**src/wdt_cfg.svh**
```systemverilog
/*
  Constants for the I/O port watchdog: port address, field positions,
  reset values and timing counts.
  Assumes a 250 MHz system clock; included by its bare name.
*/
`ifndef WDT_CFG_SVH
`define WDT_CFG_SVH

// ********************************************************************
// Port decode
// ********************************************************************
`define WDT_ADDR_W          16
`define WDT_PORT_ADDR       16'h0443
`define WDT_DATA_W          8

// ********************************************************************
// Field layout of the written and read byte
// ********************************************************************
`define WDT_IVAL_LSB        0
`define WDT_IVAL_MSB        5
`define WDT_IVAL_W          6
`define WDT_RD_FIRED_BIT    6
`define WDT_RD_ARMED_BIT    7
`define WDT_IVAL_RST        6'h00
`define WDT_RDATA_RST       8'h00

// ********************************************************************
// Timing
// ********************************************************************
`define WDT_CLK_PERIOD_NS   4
`define WDT_TICK_NS         1000000000
`define WDT_TICK_CYCLES     (`WDT_TICK_NS / `WDT_CLK_PERIOD_NS)
`define WDT_RST_PULSE_NS    1000
`define WDT_RST_PULSE_CYC   (`WDT_RST_PULSE_NS / `WDT_CLK_PERIOD_NS)

`endif

```
**src/wdt_pkg.sv**
```systemverilog
/*
  Types shared by the watchdog files.
  Assumes nothing beyond a SystemVerilog compiler.
*/
package wdt_pkg;

  // Countdown sequencer, one-hot
  typedef enum logic [2:0] {
    ST_IDLE = 3'b001,
    ST_RUN  = 3'b010,
    ST_FIRE = 3'b100
  } wdt_state_t;

  // Expiry action selected by the static configuration input
  typedef enum logic {
    ACT_RESET = 1'b0,
    ACT_IRQ   = 1'b1
  } wdt_action_t;

endpackage

```
**src/wdt_tick_gen.sv**
```systemverilog
/*
  One-second time base for the watchdog, a restartable divider of the system clock.
  Assumes a restart pulse from the same clock domain.
*/
`timescale 1ns/10ps

module wdt_tick_gen #(
  parameter int unsigned CYCLES = 250000000
) (
  // Clock and reset
  input  wire logic i_clk_sys,
  input  wire logic i_srst,
  // Control
  input  wire logic i_restart,
  // Tick out
  output logic      o_tick
);

  localparam int unsigned CW = (CYCLES > 1) ? $clog2(CYCLES) : 1;
  localparam logic [CW-1:0] LAST = CW'(CYCLES - 1);

  logic [CW-1:0] count;
  logic [CW-1:0] next_count;
  logic          next_tick;

  // Restart realigns the second so a fresh interval is never short
  always_comb begin
    next_count = count;
    next_tick  = 1'b0;
    if (i_restart) begin
      next_count = '0;
    end else if (count == LAST) begin
      next_count = '0;
      next_tick  = 1'b1;
    end else begin
      next_count = count + CW'(1);
    end
  end

  always_ff @(posedge i_clk_sys) begin
    if (i_srst) begin
      count  <= '0;
      o_tick <= 1'b0;
    end else begin
      count  <= next_count;
      o_tick <= next_tick;
    end
  end

endmodule

```
**src/wdt_io_port.sv**
```systemverilog
/*
  I/O port watchdog timer: one 8-bit port; a nonzero write loads and arms the
  interval, a read disarms, expiry pulses a CPU reset or raises an interrupt.
  Assumes single-cycle I/O strobes from logic on the system clock and a
  static action select that may come from a pin or jumper.
*/
// Contract
// - A write to port 443 hex loads the interval and, if it is nonzero, arms the countdown.
// - Timeout equals written value in seconds, one second per count.
// - Every nonzero-interval write outside a reset pulse and without a read in the same cycle restarts the countdown from the newly written interval.
// - A read of the port disarms; nothing fires until written again.
// - Unrefreshed expiry asserts CPU reset or raises an interrupt request.
`timescale 1ns/10ps
`include "wdt_cfg.svh"

module wdt_io_port #(
  parameter int unsigned TICK_CYCLES = `WDT_TICK_CYCLES,
  parameter int unsigned RST_CYCLES  = `WDT_RST_PULSE_CYC,
  parameter int unsigned ADDR_W      = `WDT_ADDR_W
) (
  // Clock and reset
  input  wire logic                   i_clk_sys,
  input  wire logic                   i_srst,
  // I/O port access
  input  wire logic [ADDR_W-1:0]      i_io_addr,
  input  wire logic                   i_io_wr,
  input  wire logic                   i_io_rd,
  input  wire logic [`WDT_DATA_W-1:0] i_io_wdata,
  output logic      [`WDT_DATA_W-1:0] o_io_rdata,
  output logic                        o_io_rvalid,
  // Configuration
  input  wire logic                   i_act_irq,
  // Expiry actions and status
  output logic                        o_cpu_rst,
  output logic                        o_irq,
  output logic                        o_armed
);

  // ********************************************************************
  // Helpers
  // ********************************************************************
  localparam int unsigned RW = (RST_CYCLES > 1) ? $clog2(RST_CYCLES + 1) : 1;

  function automatic logic port_hit(input logic [ADDR_W-1:0] addr);
    port_hit = (addr == ADDR_W'(`WDT_PORT_ADDR));
  endfunction

  // ********************************************************************
  // Action select synchroniser
  // ********************************************************************
  logic act_meta;
  logic act_sync;

  // Only the second stage feeds logic; the first may still be settling
  always_ff @(posedge i_clk_sys) begin
    if (i_srst) begin
      act_meta <= 1'b0;
      act_sync <= 1'b0;
    end else begin
      act_meta <= i_act_irq;
      act_sync <= act_meta;
    end
  end

  // ********************************************************************
  // Port decode
  // ********************************************************************
  logic wr_hit;
  logic rd_hit;

  // Strobes to any other address belong to other devices and are ignored
  // port decode
  assign wr_hit = i_io_wr && port_hit(i_io_addr);
  assign rd_hit = i_io_rd && port_hit(i_io_addr);

  // ********************************************************************
  // One-second time base
  // ********************************************************************
  logic tick;

  wdt_tick_gen #(
    .CYCLES (TICK_CYCLES)
  ) wdt_tick_gen_i (
    .i_clk_sys (i_clk_sys),
    .i_srst    (i_srst),
    .i_restart (wr_hit),
    .o_tick    (tick)
  );

  // ********************************************************************
  // Countdown sequencer
  // ********************************************************************
  wdt_pkg::wdt_state_t    state;
  wdt_pkg::wdt_state_t    next_state;
  logic [`WDT_IVAL_W-1:0] remain;
  logic [`WDT_IVAL_W-1:0] next_remain;
  logic [RW-1:0]          rst_cnt;
  logic [RW-1:0]          next_rst_cnt;
  logic                   fired;
  logic                   next_fired;
  logic                   next_cpu_rst;
  logic                   next_irq;
  logic                   next_armed;
  logic [`WDT_IVAL_W-1:0] wr_ival;

  assign wr_ival = i_io_wdata[`WDT_IVAL_MSB:`WDT_IVAL_LSB];

  always_comb begin
    next_state   = state;
    next_remain  = remain;
    next_rst_cnt = rst_cnt;
    next_fired   = fired;
    next_irq     = o_irq;
    next_cpu_rst = 1'b0;
    case (state)
      wdt_pkg::ST_IDLE: begin
        next_remain = remain;
      end
      wdt_pkg::ST_RUN: begin
        if (tick) begin
          if (remain == `WDT_IVAL_W'(1)) begin
            next_remain  = '0;
            next_state   = wdt_pkg::ST_FIRE;
            next_fired   = 1'b1;
            next_rst_cnt = RW'(RST_CYCLES);
          end else begin
            next_remain = remain - `WDT_IVAL_W'(1);
          end
        end
      end
      wdt_pkg::ST_FIRE: begin
        if (wdt_pkg::wdt_action_t'(act_sync) == wdt_pkg::ACT_IRQ) begin
          next_irq   = 1'b1;
          next_state = wdt_pkg::ST_IDLE;
        end else if (rst_cnt != '0) begin
          next_cpu_rst = 1'b1;
          next_rst_cnt = rst_cnt - RW'(1);
        end else begin
          next_state = wdt_pkg::ST_IDLE;
        end
      end
      default: begin
        next_state  = wdt_pkg::ST_IDLE;
        next_remain = '0;
      end
    endcase
    // Port accesses win over the sequencer; a reset pulse in flight is finished
    if (state != wdt_pkg::ST_FIRE || next_state != wdt_pkg::ST_FIRE) begin
      if (rd_hit) begin
        next_state  = wdt_pkg::ST_IDLE;
        next_remain = '0;
        // An interrupt raised in this very cycle wins over the clear
        next_irq    = next_irq && !o_irq;
      end else if (wr_hit) begin
        next_remain = wr_ival;
        next_fired  = 1'b0;
        // As above: a fresh expiry is never lost to a refresh
        next_irq    = next_irq && !o_irq;
        // Zero is outside the legal range and leaves the timer stopped
        next_state  = (wr_ival != '0) ? wdt_pkg::ST_RUN : wdt_pkg::ST_IDLE;
      end
    end
    // Status follows the state being entered, so it moves with the access
    next_armed = (next_state == wdt_pkg::ST_RUN);
  end

  always_ff @(posedge i_clk_sys) begin
    if (i_srst) begin
      state     <= wdt_pkg::ST_IDLE;
      remain    <= `WDT_IVAL_RST;
      rst_cnt   <= '0;
      fired     <= 1'b0;
      o_irq     <= 1'b0;
      o_cpu_rst <= 1'b0;
      o_armed   <= 1'b0;
    end else begin
      state     <= next_state;
      remain    <= next_remain;
      rst_cnt   <= next_rst_cnt;
      fired     <= next_fired;
      o_irq     <= next_irq;
      o_cpu_rst <= next_cpu_rst;
      o_armed   <= next_armed;
    end
  end

  // ********************************************************************
  // Read data
  // ********************************************************************
  logic [`WDT_DATA_W-1:0] next_rdata;
  logic                   next_rvalid;

  // Snapshot before the read takes effect, so software sees what it stopped;
  // the bus reads zero outside the answer cycle so stale status never leaks
  always_comb begin
    next_rdata  = `WDT_RDATA_RST;
    next_rvalid = rd_hit;
    if (rd_hit) begin
      next_rdata[`WDT_IVAL_MSB:`WDT_IVAL_LSB] = remain;
      next_rdata[`WDT_RD_FIRED_BIT]           = fired;
      next_rdata[`WDT_RD_ARMED_BIT]           = (state == wdt_pkg::ST_RUN);
    end
  end

  always_ff @(posedge i_clk_sys) begin
    if (i_srst) begin
      o_io_rdata  <= `WDT_RDATA_RST;
      o_io_rvalid <= 1'b0;
    end else begin
      o_io_rdata  <= next_rdata;
      o_io_rvalid <= next_rvalid;
    end
  end

endmodule

```
**config.mk**
```make
export PLATFORM = sky130hd
export DESIGN_NAME = wdt_io_port
export DESIGN_NICKNAME = d
export VERILOG_FILES = /design/src/wdt_pkg.sv /design/src/wdt_tick_gen.sv /design/src/wdt_io_port.sv
export VERILOG_INCLUDE_DIRS = /design/src
export SDC_FILE = /design/constraint.sdc
export NUM_CORES = 1
export LEC_CHECK = 0
export BUFFER_PORTS_ARGS = -buffer_cell sky130_fd_sc_hd__clkbuf_2
export CAP_MARGIN = 20
export CORE_ASPECT_RATIO = 1.2
export CORE_MARGIN = 3
export CORE_UTILIZATION = 61
export DETAILED_ROUTE_END_ITERATION = 12
export PLACE_DENSITY_LB_ADDON = 0.12
export SYNTH_ARGS = -nofsm -noshare
export SYNTH_HDL_FRONTEND = slang
export SYNTH_SLANG_ARGS = --single-unit
```
**constraint.sdc**
```tcl
create_clock -name i_clk_sys -period 4.65 [get_ports i_clk_sys]
set_input_delay 0.2325 -clock i_clk_sys [delete_from_list [all_inputs] [get_ports i_clk_sys]]
set_output_delay 0.2325 -clock i_clk_sys [all_outputs]
set_load 0.005 [all_outputs]
```
==> flow_results.org, run 1 <==
** Placement
- HPWL Detailed :: 3960 um
- Post-placement setup slack :: 2.42 ns
- During placement, the flow inserted port buffers numbering 38.
- Placed cells :: 387
- Placed cell areas :: between 0.002 and 0.003 mm2
- Routability cong. :: 0.853

** Global routing
- Maximum number of pins on one net before global-route repair :: 29
- Initial antenna violation count :: 0
- Vias in the first global route :: 2282
- Global-route wire length before repair :: around 9500 um
- The total overflow left after global routing is 0.
- In the global route stage, overall resource usage came out at 0.230.

** Logic synthesis
- Synthesized netlist net count :: 335
- For this run, the number of Yosys warnings is 0.
- Number of instances in the synthesized netlist :: 301
- Counting flops and latches in the post-synthesis netlist gives 61.
- Post-Synthesis Cell Area :: roughly 0.0028 mm2
- After synthesis, the largest family of logic cells by area is simple AND/OR/NAND/NOR gates.
- Of the total synthesized cell area, the portion taken by XOR and XNOR cells is 0.107.
- Multiplexer share of the synthesized area :: 0.00403
- Average cell area after synthesis :: 9.27 um2
- Of the total synthesized cell area, the portion taken by AND, OR, NAND and NOR gates is 0.303.
- For this run, the register share of the synthesized area comes to 0.437.
- In this run, synthesis inferred 0 flip-flops with an integrated enable.
- The netlist uses 48 different library cells.
- Synthesized-area fraction occupied by ao, oa, aoi and oai cells :: 0.0941
- Share of synthesized registers carrying an async set or reset :: 0
- Most used DFF post-synth :: sky130_fd_sc_hd__dfxtp_1
- Of the total synthesized cell area, the portion taken by full adders, half adders and majority gates is 0.0224.

** Timing
- Worst Slack Setup Final :: 2.53 ns
- Of the available clock period, the critical path in the final layout requires 0.455.
- Shortest clock period the worst path allows after layout :: approximately 2.1 ns
- The total count of hold-check failures in the final report was 0.
- Largest clock skew in the final design :: 0.00750 ns
- Peak clock frequency supported by timing :: between 0.4 and 0.5 GHz
- Slew Limit Fails :: 0
- After routing, the total negative slack on setup checks comes to 0 ns.
- Setup violations remaining at the end of the flow were counted as 0.
- Worst slew pin tran :: between 0.7 and 0.8 ns
- Setup repair after global routing left no endpoint under its margin.
- Slew Limit Headroom :: 0.479

** Floorplan
- Total Die Area :: 0.00543 mm2
- Initial cell density of the core :: 0.645
- The die is 80.1 um tall.
- Floorplan Core Area :: 0.00433 mm2
- Pin placement for this block handled 41 I/O pins.
- Floorplan die width :: 67.8 um
- Total number of placement rows :: 26

** CTS
- For this design, the CTS-stage hold fixing added 0 buffers.
- Clock Sinks :: 61
- CTS HTree Levels :: 3
- Clock latency of the later-clocked register in the worst-skew pair :: 0.33 ns
- The number of clock buffers added by TritonCTS is 9.
- Post-cts gate resize count :: 0
- After clock tree synthesis, the clock-pin slew on the worst setup and hold paths is 0.06 ns.
- TritonCTS built the clock tree.
- Buffer cell driving the clock tree root :: sky130_fd_sc_hd__clkbuf_8
- Largest buffer count on any clock path :: 2
- Once the clock tree was built, the setup fixing pass inserted 0 buffers.

** Critical path
- STA classifies the critical path endpoint as a register.
- Along the worst path, the maximum fanout reaches 17.
- Startpoint types :: register
- The slowest stage of the critical path is the sky130_fd_sc_hd__or4b_4 cell.
- Cell chain of the critical path :: or4b_4, a31oi_4, a211oi_1, nor2_1, a22o_1
- Slowest cell delay on critical path :: between 0.5 and 0.6 ns
- STA puts the critical path data arrival time at between 2 and 2.5 ns.
- CP required :: 4.93 ns
- Type of the worst setup path :: reg -> reg

** Outcome
- Run status :: complete, no violations

** Power
- Power per Cell Area :: 319 mW/mm2
- Summed over all cells, the static leakage comes to 1.24 nW.
- Max VDD drop :: 0.216 mV

** Finish
- The filler cells instantiated in the layout total between 300 and 400.
- Of the cells placed in the final design, the portion with a size suffix greater than 1 is 0.176.
- After the flow finishes, the layout carries non-filler instances totaling between 400 and 500.
- From synthesis to final layout, the design area changed by 14.1%.
- The net count of the finished layout is about 380.
- Count of antenna diodes in the layout :: 0
- Post-route design area :: 0.00319 mm2
- Final Util :: 0.736

** Drt
- The routed layout has 2299 vias.
- Antenna Violating Nets Remaining :: 0
- For this run, design rule violations remaining after detail routing come to 0.
- In this run, the number of DRC markers left after iteration 0 of detailed routing was 139.
- Total length of routed wires :: 5650 um
- Number of search-and-repair iterations in the first detailed-routing pass :: 5
- Routed wire length per instance :: 14.0 um
- After detailed routing, the number of vias per cell comes to 5.70.

** Worst hold path
- The worst hold path belongs to the class in -> reg.

** Flow run
- Across the run, the number of max-cap violations was 0.
per-layer routing:
layer | part of all wire | track usage | vias to the layer above
li1 | - | - | 1153
met1 | 0.42 | 0.249 | 1090
met2 | 0.52 | 0.413 | 43
met3 | 0.034 | 0.0420 | 13
met4 | 0.021 | 0.122 | 0
met5 | 0 | 0 | -
per-stage QoR:
stage          hold slack (ns)  power, mW
2_1_floorplan            0.341      0.557
3_3_place_gp             0.420      0.570
3_5_place_dp             0.430      0.571
4_1_cts                  0.113       1.02
5_1_grt                  0.134       1.05
6_report                 0.115       1.02
final cells by class:
class	instances	area [um2]	area share
multi-input combinational	222	1480	0.465
sequential	61	1220	0.383
timing repair buffer	38	190	0.0597
clock buffer	15	156	0.0491
tap	56	70.1	0.0220
inverter	10	37.5	0.0118
clock inverter	1	30.0	0.00943
layout by cell type (no fill, tap or decap), types with 7 or more instances in the layout:
cell,instances
sky130_fd_sc_hd__o21ai_0,7
sky130_fd_sc_hd__clkbuf_2,38
sky130_fd_sc_hd__nand4_1,10
sky130_fd_sc_hd__nand3_1,18
sky130_fd_sc_hd__xnor2_1,8
sky130_fd_sc_hd__clkbuf_8,10
sky130_fd_sc_hd__xor2_1,26
sky130_fd_sc_hd__nor4_1,10
sky130_fd_sc_hd__nand2_1,13
sky130_fd_sc_hd__nor2_1,49
sky130_fd_sc_hd__inv_1,9
sky130_fd_sc_hd__dfxtp_1,61
sky130_fd_sc_hd__a21oi_1,13
logic make-up after synthesis:
| kind of cell | count (synthesis) |
|---|---|
| and+or+nand+nor | 145 |
| buffers and inverters | 18 |
| adders and majority gates | 5 |
| AOI/OAI and AO/OA | 37 |
| DFF | 61 |
| xor gates and xnor gates | 34 |
| muxes | 1 |
Yosys cell counts, drive strengths merged (2+ instances only):
cell | number | share of area
ha | 5 | 0.022
nand3b | 2 | 0.011
nor2 | 49 | 0.066
and3 | 4 | 0.0090
nor4bb | 2 | 0.0072
nor2b | 4 | 0.0090
a22o | 5 | 0.016
inv | 9 | 0.012
and2 | 4 | 0.0090
and4 | 5 | 0.016
buf | 3 | 0.012
o31ai | 2 | 0.0054
nand4 | 10 | 0.022
nand3 | 18 | 0.032
nor3b | 2 | 0.0054
nor4b | 4 | 0.015
xnor2 | 8 | 0.025
clkbuf | 5 | 0.0067
nand4b | 2 | 0.0063
dfxtp | 61 | 0.44
xor2 | 26 | 0.082
nand2 | 13 | 0.017
or4b | 2 | 0.0099
a31oi | 2 | 0.0099
o21ai | 7 | 0.013
a21oi | 13 | 0.023
nor3 | 7 | 0.014
nor4 | 13 | 0.042
sequential cells by signal (all words and copies together) (netlist names):
signal                 cells
act_meta                   1
act_sync                   1
fired                      1
o_armed                    1
o_cpu_rst                  1
o_io_rdata                 8
o_io_rvalid                1
o_irq                      1
remain                     6
rst_cnt                    8
state                      3
wdt_tick_gen_i.count      28
wdt_tick_gen_i.o_tick      1
power by group:
part | internal [mW] | switching (mW) | total (mW) | leakage (nW)
clock network | 0.264 | 0.192 | 0.456 | 0.0919
logic | 0.0126 | 0.0181 | 0.0307 | 0.653
registers | 0.526 | 0.00286 | 0.528 | 0.492
total | 0.802 | 0.213 | 1.02 | 1.24
critical path: cells and delay by family, from the launching register on:
kind,cells,cell delay [ns]
AOI/OAI and AO/OA,3,0.82
DFF,1,0.34
and+or+nand+nor,2,0.90
path summary, 6_finish.rpt:
path | endpoint | slack [ns] | startpoint | cells past startpoint
hold reg to reg | act_sync$_SDFF_PP0_ | 0.44 | act_meta$_SDFF_PP0_ | 1
hold / removal | act_meta$_SDFF_PP0_ | 0.11 | i_act_irq | 2
setup reg to reg | remain[4]$_SDFF_PP0_ | 2.53 | state[1]$_SDFF_PP0_ | 5
setup / recovery | remain[4]$_SDFF_PP0_ | 2.53 | state[1]$_SDFF_PP0_ | 5
Note: power is estimated with default switching activity, not from simulation.
==> inputs of run 2 (changes only) <==
--- a/config.mk
+++ b/config.mk
@@ -10,7 +10,7 @@
 export CAP_MARGIN = 20
 export CORE_ASPECT_RATIO = 1.2
 export CORE_MARGIN = 3
-export CORE_UTILIZATION = 61
+export CORE_UTILIZATION = 51
 export DETAILED_ROUTE_END_ITERATION = 12
 export PLACE_DENSITY_LB_ADDON = 0.12
 export SYNTH_ARGS = -nofsm -noshare
==> constraint.sdc (replaced) <==
create_clock -name i_clk_sys -period 1.9 [get_ports i_clk_sys]
set_input_delay 0.095 -clock i_clk_sys [delete_from_list [all_inputs] [get_ports i_clk_sys]]
set_output_delay 0.095 -clock i_clk_sys [all_outputs]
set_load 0.005 [all_outputs]
==> flow_results.org, run 2 (same netlist as run 1, synthesis figures left out) <==
** CTS
- For this design, the sink count on the clock tree is 61.
- After clock tree synthesis, the clock-pin slew on the worst setup and hold paths is 0.07 ns.
- Buffer cell driving the clock tree root :: sky130_fd_sc_hd__clkbuf_8
- The clock passes through at most 2 buffers.
- CTS built an H-tree with a depth of 3.
- TritonCTS built the clock tree.
- Number of buffers created by CTS :: 9
- Clock latency of the later-clocked register in the worst-skew pair :: approximately 0.35 ns

** Finish
- Final Util :: 0.679
- Compared with the post-synthesis result, the final layout area differs by 24.4%.
- The number of antenna diodes in the final layout is 0.
- Most common cell after layout, fill and taps aside :: sky130_fd_sc_hd__dfxtp_1
- The library cells used most frequently in the layout, excluding fill and tap cells, are 61 x sky130_fd_sc_hd__dfxtp_1, 49 x sky130_fd_sc_hd__nor2_1, 38 x sky130_fd_sc_hd__clkbuf_2.
- wdt_tick_gen_i.count holds more flip-flops than any other register.
- Fraction of layout cells with a size suffix above 1 :: 0.237
- In the final layout, the multi-input gates occupy 0.00151 mm2.
- The filler cells instantiated in the layout total 430.
- Top flop regs :: wdt_tick_gen_i.count x28, o_io_rdata x8, rst_cnt x8
- NumNets Final :: 405
- Number of flip-flops in the largest register :: 28
- Sequential Area :: 0.00122 mm2
- Post-route design area :: 0.00347 mm2

** Critical path
- Slowest cell delay on critical path :: between 0.5 and 0.6 ns
- STA classifies the critical path startpoint as a register.
- CP required :: 2.19 ns
- The slowest stage of the critical path belongs to the cell sky130_fd_sc_hd__or4b_4.
- At the worst endpoint, the arrival time is 2.11 ns.
- Maximum net fanout on the critical path :: 5
- Cell chain of the critical path :: or4b_4, a31oi_4, a211oi_2, nor2_1, a22o_1
- The worst setup path is captured at a register.
- The critical path is of the reg -> reg type.

** Power
- IR analysis of the VDD net gives a maximum drop of 0.643 mV.
- Lkg Pwr :: 1.40 nW
- Power spread over the standard cell area amounts to 763 mW/mm2.

** Floorplan
- Floorplan Core Area :: 0.00511 mm2
- 41 I/O pins were placed.
- Total Die Area :: 0.00640 mm2
- Overall die height :: 87.0 um
- Total number of placement rows :: 28
- Floorplan die width :: between 70 and 80 um
- Initial cell density of the core :: 0.546

** Timing
- The total count of max-transition violations in the final report was 0.
- Peak clock frequency supported by timing :: 0.552 GHz
- Slew Limit Headroom :: 0.696
- Shortest clock period the worst path allows after layout :: 1.81 ns
- Final number of hold-violating endpoints :: 0
- In the finished design, the share of the clock period the worst path needs comes to 0.954.
- Summed over all failing endpoints, the final setup total negative slack is 0 ns.
- Worst slew pin tran :: approximately 0.45 ns
- For the final database, setup skew stands at slightly below 0.007 ns.
- Final count of negative-setup-slack endpoints :: 0

** Global routing
- The initial antenna violation count came to 0.
- The via count of the first global-routing pass came to 2348.
- In the global route stage, overall resource usage came out at 0.203.
- GR Overflow Total :: 0
- Maximum number of pins on one net before global-route repair :: 29
- Global-route wire length before repair :: around 10000 um

** Drt
- The count of nets left with antenna violations once routing finished came out at 0.
- After the first detailed-routing iteration, the DRC count stood at 102.
- Dividing the detail-routed wire length by the instance count gives 13.8 um.
- The first TritonRoute pass finished after 4 iterations.
- Total length of routed wires :: between 6000 and 7000 um
- The final route contains 2374 vias.
- For this run, design rule violations remaining after detail routing come to 0.
- Using the TritonRoute via totals, the vias-per-cell ratio works out to 5.44.

** Flow run
- Across the run, the number of max-cap violations was 0.

** Placement
- HPWL Detailed :: 4220 um
- Placed cell areas :: 0.00317 mm2
- Routability cong. :: 0.807
- Port Buf Inserts :: 38

** Outcome
- Run status :: complete, no violations

** Worst hold path
- The tightest min-delay check is of the in -> reg type.
==> run 2: cell types whose count changed in the layout (fill, tap and decap cells not counted), sizes merged <==
cell and change:
nand3b +1, clkinv +1, clkinvlp +3, dlygate4sd3 +6, buf +22, bufinv +1
clkbuf -5
==> run 2: metal layers <==
| layer | GRT usage | up-vias | share of wire |
|---|---|---|---|
| li1 | - | 1213 | - |
| met2 | 0.351 | 40 | 0.52 |
| met4 | 0.110 | 0 | 0.032 |
| met5 | 0 | - | 0 |
| met3 | 0.0635 | 17 | 0.035 |
| met1 | 0.214 | 1104 | 0.42 |
==> run 2: metrics by stage <==
stage          cells  worst slack [ns]  hold slack (ns)  power, mW
2_1_floorplan    301             0.197            0.204       1.36
3_3_place_gp     413            0.0821            0.310       1.40
5_1_grt          436           -0.0216           0.0501       2.74
6_report         436            0.0875           0.0601       2.65
4_1_cts          435            0.0584           0.0471       2.67
3_5_place_dp     413            0.0521            0.315       1.40
==> run 2: layout make-up <==
class,instances,share of cell area
sequential,61,0.352
tap,60,0.0216
clock buffer,10,0.0367
inverter,10,0.0108
clock inverter,6,0.0252
multi-input combinational,223,0.433
timing repair buffer,66,0.121
==> run 2: timing repair <==
action	in CTS	in global routing
setup buffers	0	0
resized for setup	0	3
hold buffers	6	0
endpoints found under the setup margin	0	35
hold endpoints to repair	6	0
==> run 2: worst paths after layout <==
check	startpoint	to	slack [ns]	cells past startpoint
worst min-delay path	i_io_wr	fired$_SDFF_PP0_	0.06	2
worst max register to register	state[1]$_SDFF_PP0_	remain[4]$_SDFF_PP0_	0.09	5
worst max-delay path	state[1]$_SDFF_PP0_	remain[4]$_SDFF_PP0_	0.09	5
worst min register to register	act_meta$_SDFF_PP0_	act_sync$_SDFF_PP0_	0.45	1
==> run 2: power breakdown <==
| group | internal, mW | leakage [nW] | switching, mW |
|---|---|---|---|
| Sequential | 1.29 | 0.492 | 0.00507 |
| Combinational | 0.0467 | 0.807 | 0.0512 |
| Clock | 0.735 | 0.0985 | 0.526 |
==> run 2: critical path: cells and delay by family (launching register included) <==
family	cells	cell delay (ns)
AO/OA/AOI/OAI	3	0.57
flip-flops	1	0.34
AND/OR/NAND/NOR	2	0.86
==> inputs of run 3 (changes only) <==
--- a/config.mk
+++ b/config.mk
@@ -8,7 +8,7 @@
 export LEC_CHECK = 0
 export BUFFER_PORTS_ARGS = -buffer_cell sky130_fd_sc_hd__clkbuf_2
 export CAP_MARGIN = 20
-export CORE_ASPECT_RATIO = 1.2
+export CORE_ASPECT_RATIO = 0.7
 export CORE_MARGIN = 3
 export CORE_UTILIZATION = 51
 export DETAILED_ROUTE_END_ITERATION = 12
==> flow_results.org, run 3 (same netlist as run 1, synthesis figures left out) <==
** Outcome
- Run status :: complete, no violations

** Global routing
- Maximum number of pins on one net before global-route repair :: 29
- The via count of the first global-routing pass is about 2200.
- For this run, the total global-route usage over all layers was measured as 0.203.
- After global routing the overflow that remains totals 0.
- The first global-routing pass estimated 9930 um of wire.
- Initial antenna violation count :: 0

** Worst hold path
- Worst min path class :: in -> reg
- The worst hold path begins at i_io_wr.
- End point of the worst hold path :: fired$_SDFF_PP0_
- Counting instances, the worst hold path has a depth of 2.

** Floorplan
- Total Die Area :: 0.00641 mm2
- Initial cell density of the core :: 0.556
- Row generation in the floorplan step produced 21 rows.
- The die is slightly below 70 um tall.
- The floorplan step set the die width to 94.4 um.
- Pin placement for this block handled 41 I/O pins.
- Floorplan Core Area :: 0.00502 mm2

** Timing
- Peak clock frequency supported by timing :: around 0.56 GHz
- Setup repair after global routing missed its margin :: false
- Slew Limit Fails :: 0
- Worst slew pin tran :: about 0.43 ns
- Post-route clock period utilization :: 0.936
- For the finished layout, the period the worst path requires is 1.78 ns.
- The total count of hold-check failures in the final report was 0.
- Final count of negative-setup-slack endpoints :: 0
- Slew Limit Headroom :: 0.708
- Largest clock skew in the final design :: between 0.007 and 0.008 ns
- Hold slack :: ~0.041 ns
- Setup TNS :: 0 ns

** Drt
- For this block, the routed nets add up to 6140 um of wire.
- In this run, the number of DRC markers left after iteration 0 of detailed routing was 166.
- In the routed layout, each cell is associated on average with a via count of 5.37.
- Total number of vias :: 2417
- Routed wire length per instance :: roughly 14 um
- After detailed routing, the number of remaining DRC violations is 0.
- Before antenna repair, the detailed router went through 4 iterations.
- Antenna Violating Nets Remaining :: 0

** Flow run
- The tool flagged a number of max-cap violations equal to 0.

** Finish
- Final Util :: 0.705
- Number of flip-flops in the largest register :: 28
- Top register by number of flip-flops :: wdt_tick_gen_i.count
- From synthesis to final layout, the design area changed by 26.8%.
- Of the cells placed in the final design, the portion with a size suffix greater than 1 is 0.249.
- The library cells used most frequently in the layout, excluding fill and tap cells, are 61 x sky130_fd_sc_hd__dfxtp_1, 49 x sky130_fd_sc_hd__nor2_1, 38 x sky130_fd_sc_hd__clkbuf_2.
- Top flop regs :: wdt_tick_gen_i.count x28, o_io_rdata x8, rst_cnt x8
- The final layout contains 410 nets.
- The library cell used most frequently in the layout, excluding fill and tap cells, is sky130_fd_sc_hd__dfxtp_1.
- The repair_antennas step left the layout with diodes totalling 0.

** Critical path
- The critical path starts at state[1]$_SDFF_PP0_.
- Flop2flop setup slack :: 0.12 ns
- Type of the worst setup path :: reg -> reg
- The worst register-to-register path begins at state[1]$_SDFF_PP0_.
- Along the worst path, the maximum fanout reaches 15.
- The worst setup path is launched from a register.
- Endpoint of the worst-slack reg-to-reg timing path :: rst_cnt[7]$_SDFFE_PP0P_
- Slowest library cell on the worst path :: sky130_fd_sc_hd__or4b_4
- STA puts the critical path data required time at ~2.2 ns.
- Depth of the worst register-to-register path :: 6
- CP top delay family :: simple AND/OR/NAND/NOR gates
- For this run, the slowest stage of the critical path takes roughly 0.55 ns.
- Data arrival time of the worst path :: 2.05 ns
- The worst setup path is captured at a register.
- WP buf/inv :: 1
- Cell chain of the critical path :: or4b_4, a31oi_4, buf_12, nand4b_1, xor2_1, a21oi_1

** CTS
- The clock tree synthesis step divided the H-tree into 3 levels.
- Counting along the longest clock path gives a buffer depth of 2.
- Clock Sinks :: 61
- Clock latency of the later-clocked register in the worst-skew pair :: around 0.34 ns
- Number of buffers created by CTS :: 9
- TritonCTS built the clock tree.
- Clock transition at the registers of the reported paths :: approximately 0.07 ns
- Buffer cell driving the clock tree root :: sky130_fd_sc_hd__clkbuf_8

** Power
- The worst-case IR drop observed on VDD is 0.443 mV.
- The share of total power dissipated in sequential elements is 0.481.
- For this design the total switching power over the nets is 0.575 mW.
- Summed over all cells, the static leakage comes to 1.44 nW.
- Of the total power, the share spent switching nets is 0.214.
- The share of total power dissipated in the clock network is 0.480.
- The internal power of the cells totals 2.11 mW.
- Power spread over the standard cell area amounts to 758 mW/mm2.
- Combinational fraction of design power :: 0.039
- After layout, the design draws a total of 2.68 mW.

** Placement
- Port Buf Inserts :: 38
- HPWL Detailed :: 4410 um
- Routability-driven placement finished with a final weighted congestion of 0.872.
[run 3: cell type report]
class                   instances  area, um2
repair buffers                 71        465
clock inverters                 6       86.3
well taps                      69       86.3
clock buffers                  10        138
fillers                       375       1480
multi-input cells             223       1510
flip-flops and latches         61       1220
inverters                      10       37.5
[run 3: worst register-to-register path, cell delays in order (launching register included)]
cell and delay, ns:
sky130_fd_sc_hd__dfxtp_1 0.31, sky130_fd_sc_hd__or4b_4 0.55, sky130_fd_sc_hd__a31oi_4 0.25, sky130_fd_sc_hd__buf_12 0.18
sky130_fd_sc_hd__nand4b_1 0.13, sky130_fd_sc_hd__xor2_1 0.17, sky130_fd_sc_hd__a21oi_1 0.13
[run 3: how the worst max path moves through the flow]
stage	slack, ns	depth (start not counted)	to
floorplan	0.20	6	wdt_tick_gen_i.count[10]$_SDFF_PP0_
global placement	0.07	6	remain[4]$_SDFF_PP0_
detailed placement	0.06	5	wdt_tick_gen_i.count[14]$_SDFF_PP0_
CTS	0.04	5	wdt_tick_gen_i.count[16]$_SDFF_PP0_
global route	0.02	7	remain[5]$_SDFF_PP0_
finish	0.12	6	rst_cnt[7]$_SDFFE_PP0P_
[run 3: per-stage QoR]
| stage | cells | worst slack, ns | instance area (um2) |
|---|---|---|---|
| 2_1_floorplan | 301 | 0.197 | 2790 |
| 3_3_place_gp | 427 | 0.0674 | 3230 |
| 3_5_place_dp | 427 | 0.0623 | 3230 |
| 4_1_cts | 449 | 0.0429 | 3510 |
| 5_1_grt | 450 | 0.0152 | 3540 |
| 6_report | 450 | 0.122 | 3540 |
[run 3: metal layers]
metal  vias to the layer above  global-route usage  wire, um
met5                         -                   0         0
met4                         0               0.105        68
met3                         7              0.0527       458
met2                        70               0.280      2530
met1                      1115               0.289      3090
li1                       1225                   -         -
[run 3: timing repair]
action,CTS,global route
gates resized for setup,0,2
endpoints found under the hold margin,6,0
buffers inserted,0,0
hold buffers,6,0
endpoints found under the setup margin,0,33
[run 3: power groups by stage]
stage	Combinational, mW	Sequential, mW	Clock (mW)
2_1_floorplan	0.0419	1.32	0
3_3_place_gp	0.0898	1.32	0
3_5_place_dp	0.0912	1.32	0
4_1_cts	0.102	1.29	1.32
5_1_grt	0.116	1.29	1.36
6_report	0.104	1.29	1.29
